`src/hw/pnp_cfg_pkg.sv`:
```
// constants, tables and types of the plug-and-play configuration bank
// Functional notes
// - numbering select bit lives in global 0x29
// - numbering select bit reloads from the strap on non-soft resets
// - select bit picks one of two device maps
// - 0x26 loads 0x2E on bus/main resets
// - 0x27 clears on bus/main resets only
// - indices 0x03 and 0x23 read as zero
// - identifier 0x20 and revision 0x21 hard wired
// - floppy base resets 0x03/0xF0 on all resets
// - parport mode two ignores soft reset
// - index port then data port one above
// - control bit 0 write starts soft reset
package pnp_cfg_pkg;

	// ----------------------------------------------------------------
	// keys, fixed indices and fields
	// ----------------------------------------------------------------
	localparam logic [7:0] KEY_ENTER = 8'h55;
	localparam logic [7:0] KEY_EXIT = 8'hAA;
	localparam logic [15:0] DATA_PORT_STEP = 16'h0001;
	localparam logic [7:0] IDX_CFG_CTRL = 8'h02;
	localparam logic [7:0] IDX_RSVD_A = 8'h03;
	localparam logic [7:0] IDX_CHIP_ID = 8'h20;
	localparam logic [7:0] IDX_CHIP_REV = 8'h21;
	localparam logic [7:0] IDX_RSVD_B = 8'h23;
	localparam logic [7:0] IDX_FIRST_LOCAL = 8'h30;
	localparam int SOFT_RESET_BIT = 0;
	localparam int NUMSEL_BIT = 0;
	localparam int ACTIVATE_BIT = 0;

	// device numbers of the two maps
	localparam logic [7:0] FLOPPY_LDN_MAP0 = 8'h00;
	localparam logic [7:0] PARPORT_LDN_MAP0 = 8'h01;
	localparam logic [7:0] FLOPPY_LDN_MAP1 = 8'h00;
	localparam logic [7:0] PARPORT_LDN_MAP1 = 8'h03;

	// ----------------------------------------------------------------
	// register table; reset class bits {bus, main, standby, soft}
	// ----------------------------------------------------------------
	localparam int NREG = 30;
	localparam logic [1:0] BANK_GLOBAL = 2'h0;
	localparam logic [1:0] BANK_FLOPPY = 2'h1;
	localparam logic [1:0] BANK_PARPORT = 2'h2;
	localparam logic [1:0] BANK_NONE = 2'h3;
	localparam logic [3:0] RC_ALL = 4'hF;
	localparam logic [3:0] RC_NO_SOFT = 4'hE;
	localparam logic [3:0] RC_HARD = 4'hC;
	localparam logic [3:0] RC_POWER = 4'h6;

	localparam int SLOT_LDN = 0;
	localparam int SLOT_PORT_LOW = 3;
	localparam int SLOT_PORT_HIGH = 4;
	localparam int SLOT_TEST_SEVEN = 6;
	localparam int SLOT_FLOPPY_ACT = 13;
	localparam int SLOT_FLOPPY_BHI = 14;
	localparam int SLOT_FLOPPY_BLO = 15;
	localparam int SLOT_PARPORT_ACT = 23;
	localparam int SLOT_PARPORT_BHI = 24;
	localparam int SLOT_PARPORT_BLO = 25;

	localparam logic [7:0] REG_IDX [NREG] = '{
		8'h07, 8'h22, 8'h24, 8'h26, 8'h27, 8'h28, 8'h29, 8'h2A,
		8'h2B, 8'h2C, 8'h2D, 8'h2E, 8'h2F,
		8'h30, 8'h60, 8'h61, 8'h70, 8'h74, 8'hF0, 8'hF1, 8'hF2,
		8'hF4, 8'hF8,
		8'h30, 8'h60, 8'h61, 8'h70, 8'h74, 8'hF0, 8'hF1};

	localparam logic [1:0] REG_BANK [NREG] = '{
		2'h0, 2'h0, 2'h0, 2'h0, 2'h0, 2'h0, 2'h0, 2'h0,
		2'h0, 2'h0, 2'h0, 2'h0, 2'h0,
		2'h1, 2'h1, 2'h1, 2'h1, 2'h1, 2'h1, 2'h1, 2'h1,
		2'h1, 2'h1,
		2'h2, 2'h2, 2'h2, 2'h2, 2'h2, 2'h2, 2'h2};

	localparam logic [7:0] REG_INIT [NREG] = '{
		8'h00, 8'h00, 8'h44, 8'h2E, 8'h00, 8'h00, 8'h00, 8'h00,
		8'h00, 8'h00, 8'h00, 8'h00, 8'h00,
		8'h00, 8'h03, 8'hF0, 8'h06, 8'h02, 8'h0E, 8'h00, 8'hFF,
		8'h00, 8'h24,
		8'h00, 8'h00, 8'h00, 8'h00, 8'h04, 8'h3C, 8'h00};

	localparam logic [3:0] REG_RST [NREG] = '{
		RC_ALL, RC_ALL, RC_NO_SOFT, RC_HARD, RC_HARD, RC_POWER,
		RC_NO_SOFT, RC_POWER, RC_POWER, RC_POWER, RC_POWER,
		RC_POWER, RC_POWER,
		RC_ALL, RC_ALL, RC_ALL, RC_ALL, RC_ALL, RC_NO_SOFT,
		RC_NO_SOFT, RC_NO_SOFT, RC_NO_SOFT, RC_NO_SOFT,
		RC_ALL, RC_ALL, RC_ALL, RC_ALL, RC_ALL, RC_NO_SOFT,
		RC_NO_SOFT};

	// ----------------------------------------------------------------
	// types
	// ----------------------------------------------------------------
	typedef enum logic {RUN_STATE, CONFIG_STATE} cfg_state_e;

	typedef struct packed {
		logic [15:0] addr;
		logic [7:0] wdata;
		logic wr;
		logic rd;
	} io_req_s;

	typedef struct packed {
		logic [7:0] rdata;
		logic valid;
	} io_rsp_s;

	typedef struct packed {
		cfg_state_e mode;
		logic [7:0] index;
		logic [NREG-1:0][7:0] regs;
		io_rsp_s rsp;
	} bank_state_s;

endpackage

```
`src/hw/pnp_config_bank.sv`:
```
// plug-and-play configuration register bank behind index and data ports
`timescale 1ns/100ps
`default_nettype none

module pnp_config_bank
	import pnp_cfg_pkg::*;
#(
	parameter logic [7:0] CHIP_ID = 8'h5A, // arbitrary value
	parameter logic [7:0] CHIP_REV = 8'h01, // arbitrary value
	parameter int NUM_REGS = NREG
)
(
	input wire logic mclk,
	input wire logic rst_n,
	input wire logic ce,
	input wire logic host_bus_reset_n,
	input wire logic main_supply_power_on_reset,
	input wire logic standby_supply_power_on_reset,
	input wire logic numbering_strap,
	input wire io_req_s io_req,
	output io_rsp_s io_rsp,
	output logic config_mode,
	output logic device_numbering_select,
	output logic [15:0] cfg_port_base,
	output logic [15:0] floppy_base,
	output logic [15:0] parport_base,
	output logic floppy_active,
	output logic parport_active
);

	// ----------------------------------------------------------------
	// elaboration check
	// ----------------------------------------------------------------
	generate
		if (NUM_REGS != NREG)
		begin : g_bad_size
			$error("register count must match the table");
		end
	endgenerate

	// ----------------------------------------------------------------
	// state
	// ----------------------------------------------------------------
	bank_state_s state_q;
	bank_state_s state_d;
	logic [15:0] index_port;
	logic [15:0] data_port;
	logic at_index;
	logic at_data;
	logic in_config;
	logic [1:0] cur_bank;
	logic [3:0] reset_class;
	logic hard_event;
	logic soft_req;
	logic [7:0] read_val;

	// which bank the selected device number reaches in a map
	function automatic logic [1:0] bank_of(
		input logic [7:0] ldn,
		input logic numsel
	);
		logic [7:0] fl;
		logic [7:0] pp;
		fl = numsel ? FLOPPY_LDN_MAP1 : FLOPPY_LDN_MAP0;
		pp = numsel ? PARPORT_LDN_MAP1 : PARPORT_LDN_MAP0;
		if (ldn == fl)
		begin
			bank_of = BANK_FLOPPY;
		end
		else if (ldn == pp)
		begin
			bank_of = BANK_PARPORT;
		end
		else
		begin
			bank_of = BANK_NONE;
		end
	endfunction

	// ----------------------------------------------------------------
	// port decode
	// ----------------------------------------------------------------
	// port base comes from the two relocation bytes
	assign index_port = {state_q.regs[SLOT_PORT_HIGH],
		state_q.regs[SLOT_PORT_LOW]};
	assign data_port = index_port + DATA_PORT_STEP;
	assign at_index = io_req.addr == index_port;
	assign at_data = io_req.addr == data_port;
	assign in_config = state_q.mode == CONFIG_STATE;

	// global indices ignore the device number; others use the map
	always_comb
	begin
		if (state_q.index < IDX_FIRST_LOCAL)
		begin
			cur_bank = BANK_GLOBAL;
		end
		else
		begin
			cur_bank = bank_of(state_q.regs[SLOT_LDN],
				state_q.regs[SLOT_TEST_SEVEN][NUMSEL_BIT]);
		end
	end

	// ----------------------------------------------------------------
	// read mux
	// ----------------------------------------------------------------
	// fixed and reserved indices first, then the table
	always_comb
	begin
		read_val = 8'h00;
		case (state_q.index)
			IDX_CHIP_ID:
			begin
				read_val = CHIP_ID;
			end
			IDX_CHIP_REV:
			begin
				read_val = CHIP_REV;
			end
			IDX_RSVD_A, IDX_RSVD_B, IDX_CFG_CTRL:
			begin
				read_val = 8'h00;
			end
			default:
			begin
				for (int i = 0; i < NREG; i++)
				begin
					if (REG_IDX[i] == state_q.index
						&& REG_BANK[i] == cur_bank)
					begin
						read_val = state_q.regs[i];
					end
				end
			end
		endcase
	end

	// ----------------------------------------------------------------
	// reset events
	// ----------------------------------------------------------------
	// class bits follow the table columns {bus, main, standby, soft}
	always_comb
	begin
		soft_req = io_req.wr && at_data && in_config
			&& state_q.index == IDX_CFG_CTRL
			&& io_req.wdata[SOFT_RESET_BIT];
		reset_class = {!host_bus_reset_n,
			main_supply_power_on_reset,
			standby_supply_power_on_reset,
			soft_req};
		hard_event = !host_bus_reset_n || main_supply_power_on_reset;
	end

	// ----------------------------------------------------------------
	// next state
	// ----------------------------------------------------------------
	always_comb
	begin
		state_d = state_q;
		state_d.rsp.valid = 1'b0;

		// index port: keys and index loads
		if (io_req.wr && at_index)
		begin
			if (!in_config)
			begin
				if (io_req.wdata == KEY_ENTER)
				begin
					state_d.mode = CONFIG_STATE;
				end
			end
			else if (io_req.wdata == KEY_EXIT)
			begin
				state_d.mode = RUN_STATE;
			end
			else
			begin
				state_d.index = io_req.wdata;
			end
		end

		// data port writes, only while configuring; the control index
		// and the fixed and reserved indices match no slot
		if (io_req.wr && at_data && in_config)
		begin
			for (int i = 0; i < NREG; i++)
			begin
				if (REG_IDX[i] == state_q.index
					&& REG_BANK[i] == cur_bank)
				begin
					state_d.regs[i] = io_req.wdata;
				end
			end
			// strap-owned bit survives any write
			state_d.regs[SLOT_TEST_SEVEN][NUMSEL_BIT] =
				state_q.regs[SLOT_TEST_SEVEN][NUMSEL_BIT];
		end

		// reads: index port echoes, data port returns the register
		if (io_req.rd && in_config && (at_index || at_data))
		begin
			state_d.rsp.valid = 1'b1;
			state_d.rsp.rdata = at_index ? state_q.index : read_val;
		end

		// per-register reset columns; reset beats a same-cycle write
		for (int i = 0; i < NREG; i++)
		begin
			if (!rst_n || |(REG_RST[i] & reset_class))
			begin
				state_d.regs[i] = REG_INIT[i];
			end
		end

		// numbering bit is re-sampled from the strap on every reset except soft reset
		if (!rst_n || hard_event || standby_supply_power_on_reset)
		begin
			state_d.regs[SLOT_TEST_SEVEN][NUMSEL_BIT] =
				numbering_strap;
		end

		// hard resets return the port logic to run state
		if (!rst_n || hard_event)
		begin
			state_d.mode = RUN_STATE;
			state_d.index = 8'h00;
		end

		if (!rst_n)
		begin
			state_d.rsp = '0;
		end
	end

	// ----------------------------------------------------------------
	// register stage
	// ----------------------------------------------------------------
	// clock enable freezes all state; only rst_n is taken regardless
	always_ff @(posedge mclk)
	begin
		if (!rst_n || ce)
		begin
			state_q <= state_d;
		end
	end

	// ----------------------------------------------------------------
	// outputs
	// ----------------------------------------------------------------
	assign io_rsp = state_q.rsp;
	assign config_mode = in_config;
	assign device_numbering_select =
		state_q.regs[SLOT_TEST_SEVEN][NUMSEL_BIT];
	assign cfg_port_base = index_port;
	assign floppy_base = {state_q.regs[SLOT_FLOPPY_BHI],
		state_q.regs[SLOT_FLOPPY_BLO]};
	assign parport_base = {state_q.regs[SLOT_PARPORT_BHI],
		state_q.regs[SLOT_PARPORT_BLO]};
	assign floppy_active = state_q.regs[SLOT_FLOPPY_ACT][ACTIVATE_BIT];
	assign parport_active = state_q.regs[SLOT_PARPORT_ACT][ACTIVATE_BIT];

endmodule

`default_nettype wire

```
`config.mk`:
```
export PLATFORM = sky130hd
export DESIGN_NAME = pnp_config_bank
export DESIGN_NICKNAME = d
export VERILOG_FILES = /design/src/hw/pnp_cfg_pkg.sv /design/src/hw/pnp_config_bank.sv
export SDC_FILE = /design/constraint.sdc
export NUM_CORES = 1
export LEC_CHECK = 0
export BUFFER_PORTS_ARGS = -buffer_cell sky130_fd_sc_hd__buf_4
export CAP_MARGIN = 20
export CORE_MARGIN = 2
export CORE_UTILIZATION = 45
export CTS_CLUSTER_DIAMETER = 150
export DETAILED_ROUTE_END_ITERATION = 16
export PLACE_DENSITY = 0.64
export SLEW_MARGIN = 20
export SYNTH_ARGS = -nofsm -noshare
export SYNTH_HDL_FRONTEND = slang
export SYNTH_SLANG_ARGS = --single-unit
```
`constraint.sdc`:
```
create_clock -name mclk -period 7.9 [get_ports mclk]
set_input_delay 1.58 -clock mclk [delete_from_list [all_inputs] [get_ports mclk]]
set_output_delay 1.58 -clock mclk [all_outputs]
set_load 0.005 [all_outputs]
```
==> qor.yml, run 1 <==
crit_arrival_ps: 4750
met1_length_um: 15380
drt-total-wl_um: 38510
synth_area_per_cell_um2: 12.79
status: "finished clean"
drive_above_1_share_pct: 17.55
worstPathRequired_ps: 8070
hp-class: "reg2reg"
grt_pass1_vias: 8361
drc: 0
antenna_found_initial: 0
pre_cts_slack_ps: 2739
tightest_slew_ps: 1090
yosysTopAreaCell: "edfxtp_1"
num_io_pins: 94
crit_fanout: 13
synth-edff-count: 258
post_cts_resized: 0
synth-seq-cells: 258
end_kind: "flop"
multi_input_area_um2: 3854
route.vias.total: 8947
rsz0062_at_grt: "no"
die_area_um2: 28630
post_cts_buffers: 0
async_reset_ff_share_pct: 0
drv_slew: 0
clock_sinks: 258
cts_made_buffers: 27
synth_top_area_share_pct: 63.07
layout_setup_ws_ps: 3323
fin_setup_tns_ps: 0
core_um2: 26880
wl_per_cell_um: 28.40
vdd_drop_max_mv: 0.1047
clkTransAtPathRegs_ps: 60
maxCapViolCount: 0
leakagePower_uw: 0.004732
fp.dieW_um: 169.2
synth_area_leaders: "edfxtp_1, buf_4, a21oi_1"
ys_seq_area_share_pct: 63.07
routed-wl-met3_um: 4900
yosysWarnings: 0
clk_path_buf_depth: 3
fp-row-count: 60
ys.flop_type: "edfxtp_1"
portBuffers: 93
post_drt_via_cell_ratio: 6.598
final-seq-area_um2: 7747
dp_hpwl_um: 27220
cts-root-buf: "clkbuf_16"
synthesis.nets: 994
synthDistinctLibCells: 85
max_freq_mhz: 218.5
cts_tree: "yes"
slew_headroom_pct: 27.08
grtUsageTotal_pct: 26.48
setup_viol: 0
power_density_nw_per_um2: 232.7
grt_max_degree: 49
hold_viol_final: 0
rrSetupSlack_ps: 3570
yosysMostFrequentCell: "edfxtp_1"
grt_pass1_wl_um: 55850
place.gp.congestion: 0.9915
drt-pass1-iter-count: 6
period_minus_slack_ps: 4577
netlist_area_um2: 12280
fin_nets: 1029
clk_latency_ps: 550
criticalPathCategory: "in2reg"
wl_met2_um: 17090
synth_commonest_cells: "edfxtp_1, nand2_1, buf_4"
globalRoute.totalOverflow: 0
skew_ps: 11.95
antenna_left: 0
area_growth_pct: 11.59
start_kind: "input port"
n_fill_cell: 2331
synthCells: 960
initial_core_util_pct: 45.70
die_h_um: 169.2
finalCritPeriodShare_pct: 57.94
cts_max_level: 1
drt_iter0_drc: 1461
cts_hold_buf: 0
highest_layer: "met4"
==> critical path, stage by stage <==
cell and delay, ps:
buf_4 110, xnor2_1 260, a21boi_0 210, o211ai_1 150, a2111oi_2 320, o2111ai_1 290, nor2_2 290, nand2_1 500
o21ai_0 1030
==> final timing paths <==
kind | from | end | depth (start not counted)
max | io_req[17] | state_q[172] | 9
min reg2reg | state_q[248] | io_rsp[8] | 2
max reg2reg | state_q[254] | io_rsp[8] | 7
min | state_q[248] | io_rsp[8] | 2
==> layout by cell type, fill, tap and decap left out, types with 4 or more instances in the layout <==
| cell | count |
|---|---|
| a211oi_1 | 8 |
| a21boi_0 | 6 |
| a21oi_1 | 49 |
| a221o_1 | 4 |
| a221oi_1 | 18 |
| a222oi_1 | 7 |
| a22o_1 | 11 |
| a22oi_1 | 21 |
| a31oi_1 | 7 |
| and2_1 | 25 |
| and3_1 | 15 |
| buf_4 | 106 |
| clkbuf_1 | 8 |
| clkbuf_16 | 27 |
| clkinv_1 | 7 |
| edfxtp_1 | 258 |
| inv_1 | 16 |
| mux2i_1 | 9 |
| nand2_1 | 65 |
| nand2b_1 | 23 |
| nand3_1 | 26 |
| nand3b_1 | 4 |
| nand4_1 | 13 |
| nor2_1 | 53 |
| nor2_2 | 4 |
| nor2b_1 | 6 |
| nor3_1 | 18 |
| nor3_2 | 5 |
| nor4_1 | 9 |
| o2111ai_1 | 4 |
| o21ai_0 | 42 |
| o21ai_1 | 7 |
| o221ai_1 | 5 |
| o22ai_1 | 7 |
| o31ai_2 | 4 |
| or2_2 | 5 |
| or3_1 | 9 |
| xnor2_1 | 15 |
| xor2_1 | 10 |
==> sequential cells by signal (all words and copies together) (netlist names) <==
name / count
state_q: 197
cfg_port_base: 16
floppy_base: 16
parport_base: 16
io_rsp: 9
config_mode: 1
device_numbering_select: 1
floppy_active: 1
parport_active: 1
==> per-stage QoR <==
step	util (%)	std cells	cell area, µm²	total power [µW]	hold slack [ps]
6_report	51.00	1356	13710	3190	715.5
5_1_grt	50.99	1355	13700	3265	730.5
4_1_cts	50.90	1355	13680	3185	711.1
3_5_place_dp	47.84	1307	12860	1997	691.9
3_3_place_gp	47.84	1307	12860	1994	670.6
2_1_floorplan	-	960	12280	1875	626.0
==> cell families (layout without fill, tap and decap cells) <==
group | after synthesis | in the layout | synth area share (%)
AO/OA/AOI/OAI | 233 | 233 | 13.15
XOR/XNOR | 26 | 26 | 1.966
adder cells (fa/ha/maj) | 1 | 1 | 0.1018
buffers and inverters | 116 | 170 | 5.755
flip-flops | 258 | 258 | 63.07
multiplexers | 13 | 13 | 1.375
other | 0 | 1 | 0
AND/OR/NAND/NOR | 313 | 313 | 14.58
==> layer usage <==
| layer | GRT usage (%) | up-vias |
|---|---|---|
| li1 | - | 3778 |
| met1 | 38.32 | 4440 |
| met2 | 39.93 | 648 |
| met3 | 6.553 | 81 |
| met4 | 7.581 | 0 |
| met5 | 0 | - |
==> layout make-up <==
| type | instances | share of cell area [%] |
|---|---|---|
| Sequential cell | 258 | 56.52 |
| Clock buffer | 35 | 5.148 |
| Inverter | 16 | 0.4382 |
| Timing Repair Buffer | 106 | 5.806 |
| Antenna cell | 1 | 0.01826 |
| Multi-Input combinational cell | 586 | 28.12 |
| Tap cell | 341 | 3.113 |
| Clock inverter | 13 | 0.8398 |
==> report_power, final <==
part | total, µW | switching, µW | internal [µW]
Combinational | 279 | 176 | 102
Clock | 1210 | 519 | 691
Sequential | 1700 | 80.5 | 1620
(Power assumes the default switching activity.)
==> run 2: changes to the inputs <==
- PLACE_DENSITY: 0.64 -> 0.66
- clock period: 7.9 -> 4.1 ns (I/O delays scaled with it)
==> run 2 against run 1 <==
Compared with the run above:
- first-iteration DRC count increased by 8.2%
- total power increased by 97%
- wire length increased by 0.70%
- worst hold slack got worse by 66 ps
- design area increased by 4.4%
- sequential share of layout area decreased by 2.4 points
- die area unchanged
- clock power increased by 99%
- largest cell class unchanged
==> qor.yml, run 2 (same netlist as run 1, synthesis figures left out) <==
num_io_pins: 94
leakagePower_uw: 0.005125
cts_max_level: 1
wl_per_cell_um: 27.14
skew_ps: 26.16
final_common_cell: "edfxtp_1"
start_kind: "flop"
cts_tree: "yes"
critPathBufInv: 1
finalCritPeriodShare_pct: 92.04
cts-root-buf: "clkbuf_16"
setup_viol: 0
grt_pass1_wl_um: 56560
antenna_found_initial: 2
rsz0062_at_grt: "no"
n_fill_cell: 2285
place.gp.congestion: 0.9480
drv_slew: 0
rrSetupSlack_ps: 330
maxCapViolCount: 0
route.vias.total: 9138
fin_setup_tns_ps: 0
post_cts_buffers: 0
crit_slowest_cell: "edfxtp_1"
grtUsageTotal_pct: 26.76
end_kind: "flop"
core_um2: 26880
fp-row-count: 60
worstPathRequired_ps: 4340
die_area_um2: 28630
drive_above_1_share_pct: 24.17
drt_iter0_drc: 1581
power_density_nw_per_um2: 439.0
largest_reg_flops: 197
fin_nets: 1102
portBuffers: 93
drt-pass1-iter-count: 6
antenna_cells: 0
crit_fanout: 16
criticalPathCategory: "reg2reg"
cts_made_buffers: 26
clkTransAtPathRegs_ps: 70
drc: 0
path_common_cell: "nor2_2"
period_minus_slack_ps: 3774
dp_hpwl_um: 28170
grt_max_degree: 32
status: "finished clean"
regMostFlops: "state_q"
area_growth_pct: 16.46
fp.dieW_um: 169.2
initial_core_util_pct: 45.70
hold_viol_final: 0
post_drt_via_cell_ratio: 6.395
clock_sinks: 258
slew_headroom_pct: 34.65
clk_path_buf_depth: 3
crit_chain: "ha_1 > and3_1 > a211oi_1 > o211ai_1 > a2111oi_2 > o2111ai_1 > nor2_2 > and4_2 > nor2_2 > a21oi_1 > buf_4"
drt-total-wl_um: 38780
antenna_left: 0
grt_pass1_vias: 8580
hp-class: "in2reg"
die_h_um: 169.2
crit_arrival_ps: 4020
globalRoute.totalOverflow: 0
max_freq_mhz: 265.0
post-route-util_pct: 53.23
max_stage_delay_ps: 510
vdd_drop_max_mv: 0.2477
crit_family: "compound AO/OA/AOI/OAI gates"
clk_latency_ps: 550
mostFrequentLayoutCells: "edfxtp_1, buf_4, nand2_1, nor2_1, a21oi_1"
tightest_slew_ps: 974.3
[run 2: final timing paths]
path	depth (start not counted)	startpoint	to
setup / recovery	11	cfg_port_base[1]	state_q[20]
hold / removal	2	numbering_strap	device_numbering_select
setup reg to reg	11	cfg_port_base[1]	state_q[20]
hold reg to reg	3	state_q[244]	io_rsp[4]
[run 2: what timing repair did]
action | CTS | global route
gates resized for setup | 0 | 2
hold buffers | 0 | 0
setup endpoints to repair | 0 | 11
[run 2: area by class of cell]
class	instances	area, µm²	area share, %
repair buffers	180	1364	9.534
multi-input cells	586	3839	26.83
flip-flops and latches	258	7747	54.16
clock buffers	27	675.6	4.723
clock inverters	21	192.7	1.347
inverters	16	60.06	0.4198
well taps	341	426.7	2.983
[run 2: routing by layer]
layer	GRT usage [%]	wire, µm
met5	1.565	62
met4	6.949	903
met3	5.037	5005
met2	40.92	17370
met1	39.43	15440
[run 2: where the power goes]
group	switching (µW)	leakage (µW)	total (µW)	internal, µW
clock network	1070	0.000420	2410	1350
registers	131	0.00268	3250	3120
logic	371	0.00202	616	245
[run 2: through the flow]
step	worst slack, ps	power [µW]	cell area, µm²	std cells	hold slack (ps)
2_1_floorplan	700.7	3614	12280	960	626.0
3_3_place_gp	328.1	3893	13430	1381	668.2
3_5_place_dp	160.3	3902	13430	1381	677.9
4_1_cts	248.4	6271	14300	1429	641.1
5_1_grt	31.36	6453	14310	1429	659.4
6_report	326.2	6280	14310	1429	649.5
